==> src/rtl/aipk_regs.svh <==
`ifndef AIPK_REGS_SVH
`define AIPK_REGS_SVH

// Object indices that the master reads.
`define AIPK_IDX_DEVICE_TYPE 16'h1000
`define AIPK_IDX_IDENTITY 16'h1018
`define AIPK_IDX_BACKUP 16'h10F0
`define AIPK_PDO_PAR_BASE 12'h180
`define AIPK_PDO_MAP_BASE 12'h1A0
`define AIPK_INPUTS_BASE 8'h60

// Subindices.
`define AIPK_SUB_COUNT 8'h00
`define AIPK_SUB_MAKER 8'h01
`define AIPK_SUB_PRODUCT 8'h02
`define AIPK_SUB_REVISION 8'h03
`define AIPK_SUB_SERIAL 8'h04
`define AIPK_SUB_CHECKSUM 8'h01
`define AIPK_SUB_EXCLUDE 8'h06

// Fixed object values.
`define AIPK_PROFILE_NUM 16'h1389
`define AIPK_IDENTITY_COUNT 32'h0000_0002
`define AIPK_BACKUP_COUNT 32'h0000_0001
`define AIPK_PDO_PAR_COUNT 32'h0000_0006
`define AIPK_FULL_MAP_COUNT 32'h0000_0009
`define AIPK_VALUE_MAP_COUNT 32'h0000_0001

// Full layout field positions, least significant bit first.
`define AIPK_F_UNDER 0
`define AIPK_F_OVER 1
`define AIPK_F_LIMIT1 2
`define AIPK_F_LIMIT2 4
`define AIPK_F_ERROR 6
`define AIPK_F_FILL 7
`define AIPK_F_VALID 14
`define AIPK_F_TOGGLE 15
`define AIPK_F_VALUE 16

// Input object subindices of the mapped entries, and the filler bit length.
`define AIPK_E_UNDER 8'h01
`define AIPK_E_OVER 8'h02
`define AIPK_E_LIMIT1 8'h03
`define AIPK_E_LIMIT2 8'h05
`define AIPK_E_ERROR 8'h07
`define AIPK_E_VALID 8'h0F
`define AIPK_E_TOGGLE 8'h10
`define AIPK_E_VALUE 8'h11
`define AIPK_LEN_FILL 8'h07

`endif

==> src/rtl/aipk_pkg.sv <==
package aipk_pkg;

   // Limit monitor codes reported by the conversion.
   typedef enum logic [1:0] {
      AIPK_LIMIT_OFF = 2'h0,
      AIPK_LIMIT_BELOW = 2'h1,
      AIPK_LIMIT_ABOVE = 2'h2,
      AIPK_LIMIT_EQUAL = 2'h3
   } aipk_limit_t;

   // Image walker states.
   typedef enum logic [1:0] {
      AIPK_IDLE,
      AIPK_EMIT
   } aipk_state_t;

endpackage : aipk_pkg

==> src/rtl/aipk_packer.sv <==
// What this block does
// - Device type: profile 5001 low, module profile high.
// - Revision word: special number low, description high.
// - Serial: year, week, upper half zero.
// - Read-only maker and product identification words.
// - Read-only checksum over all backup entries.
// - A channel's full and value layouts never sent together.
// - Full layout: under, over, limit1, limit2, error.
// - Seven filler bits after error flag.
// - Then validity, toggle, 16-bit sample; nine entries.
// - Value layout holds only the sample.
// - Limit code: off, below, above, equal.
// - Toggle inverts per refresh; validity high invalid.
// - Error set when sample out of range.
`include "aipk_regs.svh"

module aipk_packer
   import aipk_pkg::*;
#(
   parameter int NUM_CH = 4,
   parameter int SAMPLE_W = 16,
   parameter int FIFO_DEPTH = 16,
   parameter int NUM_BACKUP = 4,
   parameter logic [15:0] MODULE_PROFILE = 16'h0000, // Arbitrary value.
   parameter logic [31:0] MAKER_ID = 32'h0000_0A5A, // Arbitrary value.
   parameter logic [31:0] PRODUCT_ID = 32'h0000_1234, // Arbitrary value.
   parameter logic [15:0] SPECIAL_NUM = 16'h0000, // Arbitrary value.
   parameter logic [15:0] DESC_REV = 16'h0001, // Arbitrary value.
   parameter logic [7:0] PROD_YEAR = 8'h18, // Arbitrary value.
   parameter logic [7:0] PROD_WEEK = 8'h01 // Arbitrary value.
) (
   input wire logic clk,
   input wire logic rst_n,
   input wire logic [NUM_CH-1:0] sample_strobe,
   input wire logic [NUM_CH*SAMPLE_W-1:0] sample_value,
   input wire logic [NUM_CH-1:0] below_range,
   input wire logic [NUM_CH-1:0] above_range,
   input wire logic [NUM_CH*2-1:0] limit1_code,
   input wire logic [NUM_CH*2-1:0] limit2_code,
   input wire logic [NUM_CH-1:0] sample_invalid,
   input wire logic [NUM_CH-1:0] full_select,
   input wire logic [NUM_CH-1:0] value_select,
   output logic [NUM_CH-1:0] layout_conflict,
   input wire logic image_start,
   output logic image_busy,
   output logic img_valid,
   input wire logic img_ready,
   output logic [SAMPLE_W-1:0] img_data,
   output logic img_last,
   input wire logic [NUM_BACKUP*32-1:0] backup_entries,
   input wire logic obj_req,
   input wire logic [15:0] obj_index,
   input wire logic [7:0] obj_subindex,
   output logic obj_ack,
   output logic obj_error,
   output logic [31:0] obj_data
);
   localparam int CH_W = (NUM_CH > 1) ? $clog2(NUM_CH) : 1;
   localparam int FW = SAMPLE_W + 16;
   localparam logic [CH_W-1:0] LAST_CH = CH_W'(NUM_CH - 1);

   logic [FW-1:0] full_word [NUM_CH];
   logic [FW-1:0] snap [NUM_CH];
   logic [FW-1:0] next_snap [NUM_CH];
   logic [NUM_CH-1:0] use_full;
   logic [NUM_CH-1:0] use_value;
   logic [NUM_CH-1:0] next_use_full;
   logic [NUM_CH-1:0] next_use_value;
   aipk_state_t state;
   aipk_state_t next_state;
   logic [CH_W-1:0] ch;
   logic [CH_W-1:0] next_ch;
   logic half;
   logic next_half;
   logic push;
   logic push_ready;
   logic [SAMPLE_W:0] push_data;
   logic [SAMPLE_W:0] pop_data;
   logic [31:0] checksum;
   logic [31:0] next_checksum;
   logic next_obj_ack;
   logic next_obj_error;
   logic [31:0] next_obj_data;

   // True when any channel above the given one is selected.
   function automatic logic more_after(input logic [NUM_CH-1:0] sel, input logic [CH_W-1:0] c);
      logic r;
      r = 1'b0;
      for (int i = 0; i < NUM_CH; i++) begin
         if (i > int'(c) && sel[i]) begin
            r = 1'b1;
         end
      end
      return r;
   endfunction : more_after

   // Mapping entry word of a layout object: input index, subindex, bit length.
   function automatic logic [31:0] map_entry(input logic [3:0] n, input logic [7:0] sub);
      logic [15:0] idx;
      logic [31:0] r;
      idx = {`AIPK_INPUTS_BASE, 1'b0, n[3:1], 4'h0};
      r = 32'h0000_0000;
      if (n[0]) begin
         if (sub == 8'h01) begin
            r = {idx, `AIPK_E_VALUE, 8'h10};
         end
      end else begin
         case (sub)
            8'h01: r = {idx, `AIPK_E_UNDER, 8'h01};
            8'h02: r = {idx, `AIPK_E_OVER, 8'h01};
            8'h03: r = {idx, `AIPK_E_LIMIT1, 8'h02};
            8'h04: r = {idx, `AIPK_E_LIMIT2, 8'h02};
            8'h05: r = {idx, `AIPK_E_ERROR, 8'h01};
            8'h06: r = {16'h0000, 8'h00, `AIPK_LEN_FILL};
            8'h07: r = {idx, `AIPK_E_VALID, 8'h01};
            8'h08: r = {idx, `AIPK_E_TOGGLE, 8'h01};
            8'h09: r = {idx, `AIPK_E_VALUE, 8'h10};
            default: r = 32'h0000_0000;
         endcase
      end
      return r;
   endfunction : map_entry

   // True when a layout object number belongs to an existing channel.
   function automatic logic obj_in_range(input logic [3:0] n);
      return int'(n) < 2 * NUM_CH;
   endfunction : obj_in_range

   // One capture and layout former per channel.
   generate
      for (genvar g = 0; g < NUM_CH; g++) begin : g_ch
         aipk_channel #(
            .SAMPLE_W(SAMPLE_W)
         ) u_ch (
            .clk(clk),
            .rst_n(rst_n),
            .sample_strobe(sample_strobe[g]),
            .sample_value(sample_value[g*SAMPLE_W +: SAMPLE_W]),
            .below_range(below_range[g]),
            .above_range(above_range[g]),
            .limit1_code(aipk_limit_t'(limit1_code[g*2 +: 2])),
            .limit2_code(aipk_limit_t'(limit2_code[g*2 +: 2])),
            .sample_invalid(sample_invalid[g]),
            .full_word(full_word[g])
         );
      end
   endgenerate

   // A channel asking for both layouts gets the full one only.
   assign layout_conflict = full_select & value_select;

   // Image walker: snapshot at start, then emit selected words channel by channel.
   always_comb begin
      next_state = state;
      next_ch = ch;
      next_half = half;
      next_use_full = use_full;
      next_use_value = use_value;
      next_snap = snap;
      push = 1'b0;
      push_data = '0;
      case (state)
         AIPK_IDLE: begin
            if (image_start) begin
               next_snap = full_word;
               next_use_full = full_select;
               next_use_value = value_select & ~full_select;
               next_ch = '0;
               next_half = 1'b0;
               next_state = AIPK_EMIT;
            end
         end
         AIPK_EMIT: begin
            if (!use_full[ch] && !use_value[ch]) begin
               if (ch == LAST_CH) begin
                  next_state = AIPK_IDLE;
               end else begin
                  next_ch = ch + 1'b1;
               end
            end else begin
               push = 1'b1;
               if (use_full[ch]) begin
                  push_data[SAMPLE_W-1:0] = half ? snap[ch][FW-1:16] : snap[ch][15:0];
                  push_data[SAMPLE_W] = half && !more_after(use_full | use_value, ch);
               end else begin
                  push_data[SAMPLE_W-1:0] = snap[ch][`AIPK_F_VALUE +: SAMPLE_W];
                  push_data[SAMPLE_W] = !more_after(use_full | use_value, ch);
               end
               if (push_ready) begin
                  if (use_full[ch] && !half) begin
                     next_half = 1'b1;
                  end else begin
                     next_half = 1'b0;
                     if (ch == LAST_CH) begin
                        next_state = AIPK_IDLE;
                     end else begin
                        next_ch = ch + 1'b1;
                     end
                  end
               end
            end
         end
         default: next_state = AIPK_IDLE;
      endcase
   end

   // Walker registers.
   always_ff @(posedge clk or negedge rst_n) begin
      if (!rst_n) begin
         state <= AIPK_IDLE;
         ch <= '0;
         half <= 1'b0;
         use_full <= '0;
         use_value <= '0;
         for (int i = 0; i < NUM_CH; i++) begin
            snap[i] <= '0;
         end
      end else begin
         state <= next_state;
         ch <= next_ch;
         half <= next_half;
         use_full <= next_use_full;
         use_value <= next_use_value;
         snap <= next_snap;
      end
   end

   assign image_busy = (state == AIPK_EMIT);

   // Output buffer; a stalled reader holds the walker.
   aipk_fifo #(
      .WIDTH(SAMPLE_W + 1),
      .DEPTH(FIFO_DEPTH)
   ) u_fifo (
      .clk(clk),
      .rst_n(rst_n),
      .in_valid(push),
      .in_ready(push_ready),
      .in_data(push_data),
      .out_valid(img_valid),
      .out_ready(img_ready),
      .out_data(pop_data)
   );

   assign img_data = pop_data[SAMPLE_W-1:0];
   assign img_last = pop_data[SAMPLE_W];

   // Checksum is the running word sum of all backup entries.
   always_comb begin
      next_checksum = 32'h0000_0000;
      for (int i = 0; i < NUM_BACKUP; i++) begin
         next_checksum = next_checksum + backup_entries[i*32 +: 32];
      end
   end

   // Object read decode; unknown objects answer with an error flag and zero data.
   always_comb begin
      next_obj_ack = obj_req;
      next_obj_error = 1'b0;
      next_obj_data = 32'h0000_0000;
      if (obj_req) begin
         if (obj_index == `AIPK_IDX_DEVICE_TYPE && obj_subindex == `AIPK_SUB_COUNT) begin
            next_obj_data = {MODULE_PROFILE, `AIPK_PROFILE_NUM};
         end else if (obj_index == `AIPK_IDX_IDENTITY) begin
            case (obj_subindex)
               `AIPK_SUB_COUNT: next_obj_data = `AIPK_IDENTITY_COUNT;
               `AIPK_SUB_MAKER: next_obj_data = MAKER_ID;
               `AIPK_SUB_PRODUCT: next_obj_data = PRODUCT_ID;
               `AIPK_SUB_REVISION: next_obj_data = {DESC_REV, SPECIAL_NUM};
               `AIPK_SUB_SERIAL: next_obj_data = {16'h0000, PROD_WEEK, PROD_YEAR};
               default: next_obj_error = 1'b1;
            endcase
         end else if (obj_index == `AIPK_IDX_BACKUP) begin
            case (obj_subindex)
               `AIPK_SUB_COUNT: next_obj_data = `AIPK_BACKUP_COUNT;
               `AIPK_SUB_CHECKSUM: next_obj_data = checksum;
               default: next_obj_error = 1'b1;
            endcase
         end else if (obj_index[15:4] == `AIPK_PDO_PAR_BASE && obj_in_range(obj_index[3:0])) begin
            case (obj_subindex)
               `AIPK_SUB_COUNT: next_obj_data = `AIPK_PDO_PAR_COUNT;
               `AIPK_SUB_EXCLUDE: next_obj_data = {16'h0000, 4'h0, obj_index[3:1], !obj_index[0],
                                                   8'(`AIPK_PDO_MAP_BASE >> 4)};
               default: next_obj_error = 1'b1;
            endcase
         end else if (obj_index[15:4] == `AIPK_PDO_MAP_BASE && obj_in_range(obj_index[3:0])) begin
            if (obj_subindex == `AIPK_SUB_COUNT) begin
               next_obj_data = obj_index[0] ? `AIPK_VALUE_MAP_COUNT : `AIPK_FULL_MAP_COUNT;
            end else if (map_entry(obj_index[3:0], obj_subindex) != 32'h0000_0000) begin
               next_obj_data = map_entry(obj_index[3:0], obj_subindex);
            end else begin
               next_obj_error = 1'b1;
            end
         end else begin
            next_obj_error = 1'b1;
         end
      end
   end

   // Object answer and checksum registers.
   always_ff @(posedge clk or negedge rst_n) begin
      if (!rst_n) begin
         obj_ack <= 1'b0;
         obj_error <= 1'b0;
         obj_data <= 32'h0000_0000;
         checksum <= 32'h0000_0000;
      end else begin
         obj_ack <= next_obj_ack;
         obj_error <= next_obj_error;
         obj_data <= next_obj_data;
         checksum <= next_checksum;
      end
   end
endmodule : aipk_packer

==> src/rtl/aipk_fifo.sv <==
module aipk_fifo #(
   parameter int WIDTH = 17,
   parameter int DEPTH = 16
) (
   input wire logic clk,
   input wire logic rst_n,
   input wire logic in_valid,
   output logic in_ready,
   input wire logic [WIDTH-1:0] in_data,
   output logic out_valid,
   input wire logic out_ready,
   output logic [WIDTH-1:0] out_data
);
   localparam int AW = $clog2(DEPTH);

   logic [WIDTH-1:0] mem [DEPTH];
   logic [AW:0] wr_ptr;
   logic [AW:0] rd_ptr;
   logic [AW:0] next_wr_ptr;
   logic [AW:0] next_rd_ptr;
   logic push;
   logic pop;

   // Full when the pointers differ only in the wrap bit, empty when equal.
   assign in_ready = !((wr_ptr[AW] != rd_ptr[AW]) && (wr_ptr[AW-1:0] == rd_ptr[AW-1:0]));
   assign out_valid = (wr_ptr != rd_ptr);
   assign out_data = mem[rd_ptr[AW-1:0]];
   assign push = in_valid && in_ready;
   assign pop = out_valid && out_ready;

   // Pointer advance.
   always_comb begin
      next_wr_ptr = push ? wr_ptr + 1'b1 : wr_ptr;
      next_rd_ptr = pop ? rd_ptr + 1'b1 : rd_ptr;
   end

   // Pointer registers.
   always_ff @(posedge clk or negedge rst_n) begin
      if (!rst_n) begin
         wr_ptr <= '0;
         rd_ptr <= '0;
      end else begin
         wr_ptr <= next_wr_ptr;
         rd_ptr <= next_rd_ptr;
      end
   end

   // Storage is written only; it needs no reset.
   always_ff @(posedge clk) begin
      if (push) begin
         mem[wr_ptr[AW-1:0]] <= in_data;
      end
   end
endmodule : aipk_fifo

==> src/rtl/aipk_channel.sv <==
`include "aipk_regs.svh"

module aipk_channel
   import aipk_pkg::*;
#(
   parameter int SAMPLE_W = 16
) (
   input wire logic clk,
   input wire logic rst_n,
   input wire logic sample_strobe,
   input wire logic [SAMPLE_W-1:0] sample_value,
   input wire logic below_range,
   input wire logic above_range,
   input wire aipk_limit_t limit1_code,
   input wire aipk_limit_t limit2_code,
   input wire logic sample_invalid,
   output logic [SAMPLE_W+15:0] full_word
);
   logic under_q;
   logic over_q;
   aipk_limit_t lim1_q;
   aipk_limit_t lim2_q;
   logic error_q;
   logic invalid_q;
   logic toggle_q;
   logic [SAMPLE_W-1:0] value_q;
   logic next_under;
   logic next_over;
   aipk_limit_t next_lim1;
   aipk_limit_t next_lim2;
   logic next_error;
   logic next_invalid;
   logic next_toggle;
   logic [SAMPLE_W-1:0] next_value;

   // Capture a refreshed sample and its flags on each strobe.
   always_comb begin
      next_under = under_q;
      next_over = over_q;
      next_lim1 = lim1_q;
      next_lim2 = lim2_q;
      next_error = error_q;
      next_invalid = invalid_q;
      next_toggle = toggle_q;
      next_value = value_q;
      if (sample_strobe) begin
         next_under = below_range;
         next_over = above_range;
         next_lim1 = limit1_code;
         next_lim2 = limit2_code;
         next_error = below_range || above_range;
         next_invalid = sample_invalid || below_range || above_range;
         next_toggle = !toggle_q;
         next_value = sample_value;
      end
   end

   // Channel state registers.
   always_ff @(posedge clk or negedge rst_n) begin
      if (!rst_n) begin
         under_q <= 1'b0;
         over_q <= 1'b0;
         lim1_q <= AIPK_LIMIT_OFF;
         lim2_q <= AIPK_LIMIT_OFF;
         error_q <= 1'b0;
         invalid_q <= 1'b0;
         toggle_q <= 1'b0;
         value_q <= '0;
      end else begin
         under_q <= next_under;
         over_q <= next_over;
         lim1_q <= next_lim1;
         lim2_q <= next_lim2;
         error_q <= next_error;
         invalid_q <= next_invalid;
         toggle_q <= next_toggle;
         value_q <= next_value;
      end
   end

   // Full layout, least significant bit first.
   always_comb begin
      full_word = '0;
      full_word[`AIPK_F_UNDER] = under_q;
      full_word[`AIPK_F_OVER] = over_q;
      full_word[`AIPK_F_LIMIT1 +: 2] = lim1_q;
      full_word[`AIPK_F_LIMIT2 +: 2] = lim2_q;
      full_word[`AIPK_F_ERROR] = error_q;
      full_word[`AIPK_F_FILL +: 7] = 7'h00;
      full_word[`AIPK_F_VALID] = invalid_q;
      full_word[`AIPK_F_TOGGLE] = toggle_q;
      full_word[`AIPK_F_VALUE +: SAMPLE_W] = value_q;
   end
endmodule : aipk_channel

==> config.mk <==
export PLATFORM = sky130hd
export DESIGN_NAME = aipk_packer
export DESIGN_NICKNAME = d
export VERILOG_FILES = /design/src/rtl/aipk_pkg.sv /design/src/rtl/aipk_packer.sv /design/src/rtl/aipk_fifo.sv /design/src/rtl/aipk_channel.sv
export VERILOG_INCLUDE_DIRS = /design/src /design/src/rtl
export SDC_FILE = /design/constraint.sdc
export NUM_CORES = 1
export LEC_CHECK = 0
export BUFFER_PORTS_ARGS = -buffer_cell sky130_fd_sc_hd__buf_4
export CELL_PAD_IN_SITES_DETAIL_PLACEMENT = 1
export CELL_PAD_IN_SITES_GLOBAL_PLACEMENT = 1
export CORE_ASPECT_RATIO = 1.25
export CORE_UTILIZATION = 51
export CTS_CLUSTER_DIAMETER = 50
export DETAILED_ROUTE_END_ITERATION = 8
export PLACE_DENSITY_LB_ADDON = 0.1
export SYNTH_ARGS = -nofsm -noshare
export SYNTH_HDL_FRONTEND = slang
export SYNTH_SLANG_ARGS = --single-unit
==> constraint.sdc <==
create_clock -name clk -period 9.59 [get_ports clk]
set_input_delay 1.918 -clock clk [delete_from_list [all_inputs] [get_ports clk]]
set_output_delay 1.918 -clock clk [all_outputs]
set_load 0.03 [all_outputs]
# == Word-level counts from Yosys, hierarchy flattened ==
# Memory sizes are Yosys's and may differ from the RTL's.
# Index checks and enable logic that the tools add are counted.
# totals
ff_bits,289
ramBits,272
inputBits,261
output_inout_bits,57
wordCells,209
memories,1
# mem_list
memory,depth,width,read_ports,rd_clocked_by_memory_dff,wr,line_no,source
u_fifo.mem,16,17,1,0,1,aipk_fifo.sv:16,logic [WIDTH-1:0] mem [DEPTH];
# classes
add_sub_neg,6
n_lt_le_gt_ge,6
eq_ne,24
muxes,74
n_bitwise,5
n_reduce_logical,46
# ops
operator,count
2-to-1 mux 32 bit,18
case mux 31 bit (9 select lines),1
adder 32 bit,3
case mux 17 bit (5 select lines),1
binary-select mux 32 bit (select 2 bit),1
case mux 32 bit (2 select lines),1
2-to-1 mux 17 bit,3
"== test 16 x 13 -> 1 bit, second input constant",3
"== test 8 x 3 -> 1 bit, second input constant",4
nonzero test 32 bit,1
2-to-1 mux 31 bit,1
2-to-1 mux 1 bit,30
"== test 12 x 9 -> 1 bit, second input constant",2
case mux 12 bit (2 select lines),1
2-to-1 mux 2 bit,10
"== test 8 x 2 -> 1 bit, second input constant",2
"== test 8 x 4 -> 1 bit, second input constant",2
2-to-1 mux 16 bit,1
logical AND 1 bit,12
logical OR 1 bit,12
logical NOT 1 bit,11
"adder 5 x 1 -> 5 bit, second input constant",2
AND 4 bit,2
"== test 8 x 1 -> 1 bit, second input constant",1
other kinds (28),36

# == Longest topological paths before layout ==
# Gate-level depths: netlist of the first run.
# logic_depth
depth_word,19
depth_mapped,12
depth_no_buf,12

# == By module ==
# A second synthesis of the first run with hierarchy kept.
# unflattened
hier_cells,2038
area_unflattened_um2,27495.1
# by_module_without_submodules
module,n_inst,cells_per_inst,area_each_um2,seq_area_each_um2
aipk_packer,1,1255,12192.9,5154.9
aipk_fifo,1,503,10898.0,8418.1
aipk_channel,4,70,1101.1,625.6

# == Worst setup path before layout of the first run ==
# Ideal clock, no wire load.
# synth_path
kind,input -> register
startpoint,in backup_entries[1]
endpoint,reg checksum[25]
setup_time_ps,125
t_arrival_ps,4723
t_required_ps,9465
path_slack_ps,4742
stages,12
path_buffers,0
cell_sequence,fa_1 fa_1 ha_1 inv_1 fa_1 nand2b_1 a21oi_1 o211ai_1 a31oi_1 a211o_1 a21oi_1 xnor2_1
# synth_between
elab_chain_len,3
# synth_rtl
element,line_no,source
start: declaration,aipk_packer.sv:50,"input wire logic [NUM_BACKUP*32-1:0] backup_entries,"
adder 32 bit (3 in series),aipk_packer.sv:252,next_checksum = next_checksum + backup_entries[i*32 +: 32];
named net next_checksum[25],aipk_packer.sv:80,logic [31:0] next_checksum;
end signal: assignment,aipk_packer.sv:311,checksum <= next_checksum;
end: declaration,aipk_packer.sv:79,logic [31:0] checksum;
# The timed path passes the listed nets, and every way through them passes these cells.
# A chain may end at the register's enable or synchronous reset.

# == Worst setup path in the final report of the first run ==
# layout_path
startpoint,reg u_fifo.rd_ptr[0]
endpoint,out img_data[9]
# layout_between
elab_chain_len,1
# layout_rtl
element,line_no,source
start: declaration,aipk_fifo.sv:18,logic [AW:0] rd_ptr;
start signal: assignment,aipk_fifo.sv:44,rd_ptr <= next_rd_ptr;
memory read (16 x 17 bit),-,
end: declaration,aipk_packer.sv:48,"output logic [SAMPLE_W-1:0] img_data,"
# Every way passes these cells.

==> impl_metrics.tcl, run 1 <==
set metrics [dict create \
    synth_area_leaders "edfxtp_1 (32%), dfrtp_1 (29%), mux4_2 (10%)" \
    clock.fmax_mhz 183 \
    cts_sinks 560 \
    synth-xor-area-share_pct 1.67 \
    final_common_cell "nand2_1" \
    portBuffers 317 \
    cts_tree "built" \
    die_w_um 201 \
    cp_max_fo 38 \
    rows 90 \
    reg2reg_slack_ns 5.64 \
    cts_buffer_depth 3 \
    ys_seq_area_share_pct 61.0 \
    via_per_inst 5.68 \
    ctsResizeCount 0 \
    worstMarginPinSlew_ns 1.38 \
    clock-skew-final_ns 0.0191 \
    async_flop_share_pct 51.4 \
    dieArea_um2 50300 \
    start_kind "flop" \
    grt.total_usage_pct 26.2 \
    cts_setup_buffers 0 \
    yosysTopAreaCellShare_pct 32.4 \
    layout-drive-gt1-share_pct 31.5 \
    layout_common_cells "nand2_1 (369), buf_4 (340), dfrtp_1 (285)" \
    hp-class "reg -> reg" \
    setup_viol 0 \
    synth_top_family_by_area "multiplexers" \
    drt_pass1_iterations 5 \
    dp_hpwl_um 43000 \
    overflow 0 \
    slew_headroom_pct 8.04 \
    path_cells "buf_4 -> mux4_2 -> mux4_2 -> buf_4" \
    synth_nets 2126 \
    required_ns 7.67 \
    rsz0062_at_grt "no" \
    initial_utilization_pct 51.9 \
    worstRegToRegCells 8 \
    wl_um 64400 \
    cap_violations 0 \
    synth_edf_count 272 \
    synth_warnings 0 \
    cts_buffers 55 \
    ys.flop_type "dfrtp_1" \
    r2r_end "u_fifo.mem[11][0]" \
    synthSimpleGateAreaFrac_pct 10.4 \
    r2r-start "u_fifo.rd_ptr[1]" \
    ant_nets 0 \
    yosysTopAreaCell "edfxtp_1" \
    crit_path_end_kind "primary output" \
    h-tree-depth 2 \
    drtIter0Drc 1045 \
    io_pins 318 \
    antenna_found_initial 4 \
    synthAdderAreaFrac_pct 6.86 \
    cts_root_buf "clkbuf_16" \
    clk_pin_slew_worst_paths_ns 0.06 \
    path_class "reg -> out" \
    fin_area_um2 30200 \
    holdPathStages 1 \
    drc 0 \
    avgSynthCellArea_um2 14.3 \
    worstPathArrival_ns 3.54 \
    ir_drop_v 0.000155 \
    place_congestion 0.848 \
    worstHoldStart "checksum[15]" \
    layout.nets 2438 \
    whs_endpoint "obj_data[15]" \
    status "complete, no violations" \
    clkLatencyLatePin_ns 0.62 \
    cts_hold_buf 0 \
    grt_pass1_vias 17428 \
    fin_ws_ns 4.13 \
    synth_cell_type_count 76 \
    grt_pass1_wl_um 99900 \
    critical_path.slowest_cell "dfrtp_4" \
    die_h_um 250 \
    wl_per_cell_um 23.3 \
    dpl_cell_area_um2 28300 \
    period_minus_slack_ns 5.46 \
    fp.coreArea_um2 48500 \
    synth_compound_gate_area_share_pct 4.23 \
    setup-tns-final_ns 0 \
    muxShareOfSynthArea_pct 14.1 \
    grt_max_degree 166 \
    slew_violations 0 \
    period_share_pct 56.9 \
    via_count 15728 \
    hold_viol 0 \
    synth_area_um2 25200 \
    yosys_register_bits 560 \
    post-place-ws_ns 4.08 \
    syn_inst 1764 \
    power_density_nw_per_um2 297 \
    synthToLayoutAreaGrowth_pct 19.8 \
    max_stage_delay_ns 0.91 \
    p_leak_nw 12.5 \
]
stage by stage:
stage	std cells	power (mW)	hold WS (ns)	utilization [%]
final	2770	8.96	0.450	62.2
after global routing	2770	9.41	0.475	62.2
after CTS	2766	9.04	0.456	62.2
after detailed placement	2663	6.80	0.438	58.3
after global placement	2663	6.64	0.431	58.3
after floorplan	1764	5.68	0.428	-
layer usage:
layer  wire, um  track usage, %  up-vias  part of all wire, %
li1           -               -     6999                    -
met1      26500            34.6     8235                   41
met2      33500            45.1      393                   52
met3       2570            3.15      101                  4.0
met4       1900            9.33        0                  3.0
met5          0               0        -                    0
final cells by class:
| type | count | area (um^2) |
|---|---|---|
| diodes | 4 | 10.0 |
| clock buffers | 80 | 1610 |
| clock inverters | 23 | 262 |
| fillers | 4693 | 18400 |
| inverters | 17 | 63.8 |
| multi-input cells | 1100 | 9460 |
| flip-flops and latches | 560 | 15400 |
| well taps | 644 | 806 |
| repair buffers | 342 | 2590 |
worst max path at each step:
stage / cells after the start / from / endpoint / slack (ns)
finish: 4 / u_fifo.rd_ptr[0] / img_data[9] / 4.13
global route: 4 / u_fifo.rd_ptr[0] / img_data[14] / 3.90
CTS: 4 / u_fifo.rd_ptr[0] / img_data[7] / 4.00
detailed placement: 13 / backup_entries[1] / checksum[25] / 4.08
global placement: 13 / backup_entries[1] / checksum[25] / 4.19
floorplan: 12 / backup_entries[1] / checksum[25] / 4.74
registers in the layout, indices dropped and copies added (netlist names), 5 cells and up:
signal and count:
snap 100, g_ch.u_ch.lim1_q 8, g_ch.u_ch.lim2_q 8, u_fifo.rd_ptr 5, g_ch.u_ch.value_q 64, u_fifo.mem 272
obj_data 32, checksum 32, u_fifo.wr_ptr 5
synth_stat cells (4+ instances only):
cell type / n
xor2_1: 20
a211oi_1: 5
a21oi_1: 62
buf_1: 8
and2_1: 20
a2111oi_0: 5
mux4_2: 112
a21o_1: 18
nand2b_1: 14
nand3_1: 16
nand2_1: 369
inv_1: 15
ha_1: 39
xnor2_1: 28
and3_1: 6
nor3_1: 22
a31oi_1: 12
nand4_1: 7
o21ai_0: 25
dfrtp_1: 288
fa_1: 62
o211ai_1: 8
nand3b_1: 5
nor4_1: 5
and4_1: 5
buf_2: 15
nor2b_1: 16
or3_1: 5
mux2_2: 89
o21a_1: 5
clkbuf_1: 63
nor2_1: 60
a21boi_0: 4
edfxtp_1: 272
worst max-delay path: cells and delay by family, from the launching register on:
| family | cells | cell delay (ns) |
|---|---|---|
| buffers and inverters | 2 | 0.87 |
| muxes | 2 | 1.11 |
| DFF | 1 | 0.91 |
cell families after synthesis:
logic type / Yosys count
AOI/OAI and AO/OA: 169
xor gates and xnor gates: 48
adders and majority gates: 101
buffers and inverters: 104
DFF: 560
muxes: 204
and+or+nand+nor: 578
power breakdown:
part           switching (mW)  total (mW)  internal (mW)  leakage (nW)
Clock                   0.923        2.20           1.28         0.927
Sequential              0.391        3.74           3.35          6.02
Combinational            1.73        3.02           1.29          5.56
Total                    3.05        8.96           5.91          12.5
No activity file was read; power rests on OpenSTA's default activity.
==> inputs of run 2 (changes only) <==
Settings changed: CORE_UTILIZATION 51 to 44.
Clock period 9.59 ns to 4.98 ns, I/O delays scaled along.
==> impl_metrics.tcl, run 2 (same netlist as run 1, synthesis figures left out) <==
set metrics [dict create \
    status "complete, no violations" \
    dp_hpwl_um 45300 \
    h-tree-depth 2 \
    cts_root_buf "clkbuf_16" \
    required_ns 3.98 \
    cp_max_fo 34 \
    cp_top_family "multiplexers" \
    p_total_mw 17.3 \
    cts_tree "built" \
    dieArea_um2 58200 \
    slew_headroom_pct 45.0 \
    die_h_um 270 \
    clkLatencyLatePin_ns 0.64 \
    worstPathArrival_ns 3.21 \
    layout.nets 2466 \
    cts_hold_buf 0 \
    fp.coreArea_um2 56300 \
    max_stage_delay_ns 0.89 \
    wl_per_cell_um 22.5 \
    ant_nets 0 \
    place_congestion 0.857 \
    io_pins 318 \
    cts_buffer_depth 3 \
    period_minus_slack_ns 4.20 \
    antenna_found_initial 3 \
    critical_path.slowest_cell "dfrtp_4" \
    ctsResizeCount 0 \
    start_kind "flop" \
    worstRegToRegCells 8 \
    layout_common_cells "nand2_1 (369), buf_4 (364), dfrtp_1 (286)" \
    drtIter0Drc 895 \
    finish.utilization_pct 54.1 \
    initial_utilization_pct 44.7 \
    grt_pass1_vias 17505 \
    largest_register_ffs 272 \
    rsz0062_at_grt "no" \
    rows 97 \
    power_density_nw_per_um2 568 \
    setup_viol 0 \
    cts_sinks 560 \
    layout-drive-gt1-share_pct 31.9 \
    portBuffers 317 \
    fin_hold_ws_ns 0.405 \
    overflow 0 \
    clock-skew-final_ns 0.0474 \
    setup-tns-final_ns 0 \
    path_class "reg -> out" \
    clock.fmax_mhz 238 \
    cap_violations 0 \
    grt_max_degree 99 \
    grt_pass1_wl_um 103000 \
    p_leak_nw 12.6 \
    multi_input_area_um2 9430 \
    wl_um 65200 \
    drt_pass1_iterations 4 \
    hp-class "in -> async" \
    via_per_inst 5.44 \
    die_w_um 216 \
    slew_violations 0 \
    path_buf_inv 2 \
    via_count 15766 \
    clk_pin_slew_worst_paths_ns 0.06 \
    cts_buffers 56 \
    worstMarginPinSlew_ns 0.826 \
    register_area_um2 15400 \
    r2r_end "u_fifo.mem[7][16]" \
    hold_viol 0 \
    crit_path_end_kind "primary output" \
    period_share_pct 84.4 \
    final_common_cell "nand2_1" \
    path_cells "buf_4 -> mux4_2 -> mux4_2 -> buf_4" \
    cts_setup_buffers 0 \
    synthToLayoutAreaGrowth_pct 20.9 \
    reg2reg_slack_ns 1.48 \
    drc 0 \
    ir_drop_v 0.000320 \
    grt.total_usage_pct 23.0 \
    fillers 5623 \
    r2r-start "u_fifo.rd_ptr[1]" \
]
==> run 2: how the worst max path moves through the flow <==
stage / start / end / slack (ns) / cells past startpoint
floorplan: backup_entries[1] / checksum[25] / 1.05 / 12
global route: u_fifo.rd_ptr[0] / img_data[7] / 0.59 / 4
finish: u_fifo.rd_ptr[0] / img_data[3] / 0.78 / 4
detailed placement: backup_entries[1] / checksum[23] / 0.40 / 13
CTS: u_fifo.rd_ptr[0] / img_data[3] / 0.66 / 4
global placement: backup_entries[1] / checksum[25] / 0.50 / 13
==> run 2: per-stage QoR <==
| step | setup WS, ns | cell area [um^2] | instances |
|---|---|---|---|
| after global placement | 0.496 | 28600 | 2788 |
| after CTS | 0.655 | 30500 | 2894 |
| final | 0.778 | 30500 | 2897 |
| after detailed placement | 0.403 | 28600 | 2788 |
| after global routing | 0.588 | 30500 | 2896 |
| after floorplan | 1.05 | 25200 | 1764 |
==> run 2: power breakdown <==
group          total, mW  switching (mW)  internal [mW]
Sequential          7.06           0.641           6.42
Combinational       6.09            3.46           2.63
Clock               4.17            1.83           2.34
Total               17.3            5.93           11.4
==> run 2: area by class of cell <==
type / instances / share of cell area, %
flip-flops and latches: 560 / 50.5
multi-input cells: 1100 / 31.0
repair buffers: 369 / 9.28
clock buffers: 73 / 4.88
well taps: 742 / 3.05
clock inverters: 33 / 1.11
inverters: 17 / 0.209
diodes: 3 / 0.0246
==> run 2: metal layers <==
layer  up-vias  wire length (um)  global-route usage (%)
met5         -                 0                       0
met4         0              1400                    6.30
met3        84              2270                    3.01
met2       298             34400                    40.3
met1      8319             27100                    30.1
li1       7065                 -                       -
==> inputs of run 3 (changes only) <==
Clock period 4.98 ns to 3.6 ns, I/O delays scaled along.
==> impl_metrics.tcl, run 3 (same netlist as run 1, synthesis figures left out) <==
set metrics [dict create \
    status "complete, no violations" \
    synthToLayoutAreaGrowth_pct 23.7 \
    h-tree-depth 2 \
    rows 97 \
    setup-tns-final_ns 0 \
    hold_viol 0 \
    worstPathArrival_ns 3.96 \
    cts_sinks 560 \
    register_area_um2 15400 \
    slew_headroom_pct 15.2 \
    worstMarginPinSlew_ns 1.27 \
    clock-skew-final_ns 0.0222 \
    crit_path_end_kind "flop" \
    grt_pass1_wl_um 103000 \
    fin_hold_ws_ns 0.173 \
    cts_hold_buf 0 \
    swShare_pct 33.5 \
    cts_buffers 57 \
    fp.coreArea_um2 56300 \
    slew_violations 0 \
    path_class "in -> reg" \
    initial_utilization_pct 44.7 \
    setup_viol 0 \
    largest_register_ffs 272 \
    grt.total_usage_pct 23.1 \
    via_count 15879 \
    finish.utilization_pct 55.3 \
    clock.fmax_mhz 290 \
    drt_pass1_iterations 5 \
    dieArea_um2 58200 \
    overflow 0 \
    power.switching_mw 8.24 \
    cts_buffer_depth 3 \
    p_seq_share_pct 39.3 \
    grt_max_degree 105 \
    die_w_um 216 \
    via_per_inst 5.36 \
    intPower_mw 16.3 \
    final_common_cell "buf_4" \
    fin_ws_ns 0.148 \
    place_congestion 0.833 \
    grt_pass1_vias 17778 \
    layout-drive-gt1-share_pct 34.3 \
    wl_per_cell_um 22.2 \
    pwr-share-clk_pct 24.1 \
    fillers 5634 \
    rsz0062_at_grt "no" \
    drtIter0Drc 968 \
    ir_drop_v 0.000477 \
    dp_hpwl_um 45700 \
    post-place-ws_ns -0.464 \
    multi_input_area_um2 9440 \
    required_ns 4.11 \
    wl_um 65600 \
    die_h_um 270 \
    cp_max_fo 4 \
    clk_pin_slew_worst_paths_ns 0.07 \
    period_share_pct 95.9 \
    cts_tree "built" \
    period_minus_slack_ns 3.45 \
    p_leak_nw 13.0 \
    reg2reg_slack_ns 0.51 \
    antenna_found_initial 1 \
    pwr-share-comb_pct 36.6 \
    layout_common_cells "buf_4 (421), nand2_1 (369), dfrtp_1 (286)" \
    cap_violations 0 \
    portBuffers 317 \
    start_kind "input port" \
    clkLatencyLatePin_ns 0.62 \
    layout.nets 2533 \
    io_pins 318 \
    drc 0 \
    power_density_nw_per_um2 789 \
    hp-class "in -> async" \
    ant_nets 0 \
    cts_root_buf "clkbuf_16" \
]
run 3: cell count changes in the layout (fill, tap and decap cells not counted), moves of 2 or more:
cell       delta
clkinv_1      -4
clkinv_8      +2
clkbuf_1      -2
clkbuf_16     +3
buf_4        +57
diode_2       -2
clkbuf_8      +7
clkinv_16     -2
buf_12        +8
run 3: layout make-up:
cell class	count	share of cell area, %
sequential	560	49.3
antenna	1	0.00803
tap	742	2.98
multi-input combinational	1100	30.3
clock buffer	81	5.29
inverter	17	0.205
clock inverter	26	0.827
timing repair buffer	435	11.0
run 3: repair_timing:
item | 4_1_cts | 5_1_grt
buffers inserted | 6 | 0
pin swaps | 0 | 1
endpoints found under the setup margin | 14 | 3
resized for setup | 0 | 0
gates cloned | 0 | 0
run 3: path summary, 6_finish.rpt:
kind	depth (start not counted)	endpoint	startpoint
hold / removal	1	checksum[25]	rst_n
min in group clk	1	obj_ack	obj_req
setup / recovery	14	checksum[27]	backup_entries[1]
max in group asynchronous	2	snap[48]	rst_n
hold reg to reg	1	obj_data[14]	checksum[14]
setup reg to reg	9	u_fifo.mem[15][14]	u_fifo.rd_ptr[0]
run 3: metal layers:
| metal | GRT usage (%) | wire length, um | up-vias | share of wire, % |
|---|---|---|---|---|
| met1 | 30.6 | 27500 | 8272 | 42 |
| li1 | - | - | 7199 | - |
| met3 | 2.97 | 2300 | 86 | 3.5 |
| met4 | 5.87 | 1390 | 0 | 2.1 |
| met5 | 0 | 0 | - | 0 |
| met2 | 40.2 | 34400 | 322 | 52 |
run 3: through the flow:
stage,cells,instance area (um^2),total power [mW]
global placement,2848,29200,18.4
global route,2962,31200,25.9
finish,2962,31200,24.6
detailed placement,2848,29200,18.8
CTS,2961,31200,24.9
floorplan,1764,25200,15.1
run 3: critical path, cell delays in order:
cell	delay, ns
buf_4	0.11
fa_1	0.49
fa_1	0.49
ha_1	0.19
inv_1	0.07
fa_1	0.43
nand2b_1	0.20
a21oi_2	0.27
o211ai_1	0.23
buf_4	0.18
nand3_1	0.12
a211o_1	0.19
buf_4	0.12
xor2_1	0.16
run 3: power groups by stage:
| stage | combinational [mW] | sequential, mW | clock [mW] |
|---|---|---|---|
| 2_1_floorplan | 5.74 | 9.40 | 0 |
| 3_3_place_gp | 8.63 | 9.80 | 0 |
| 3_5_place_dp | 8.88 | 9.87 | 0 |
| 4_1_cts | 9.15 | 9.67 | 6.10 |
| 5_1_grt | 9.81 | 9.82 | 6.32 |
| 6_report | 8.99 | 9.66 | 5.93 |
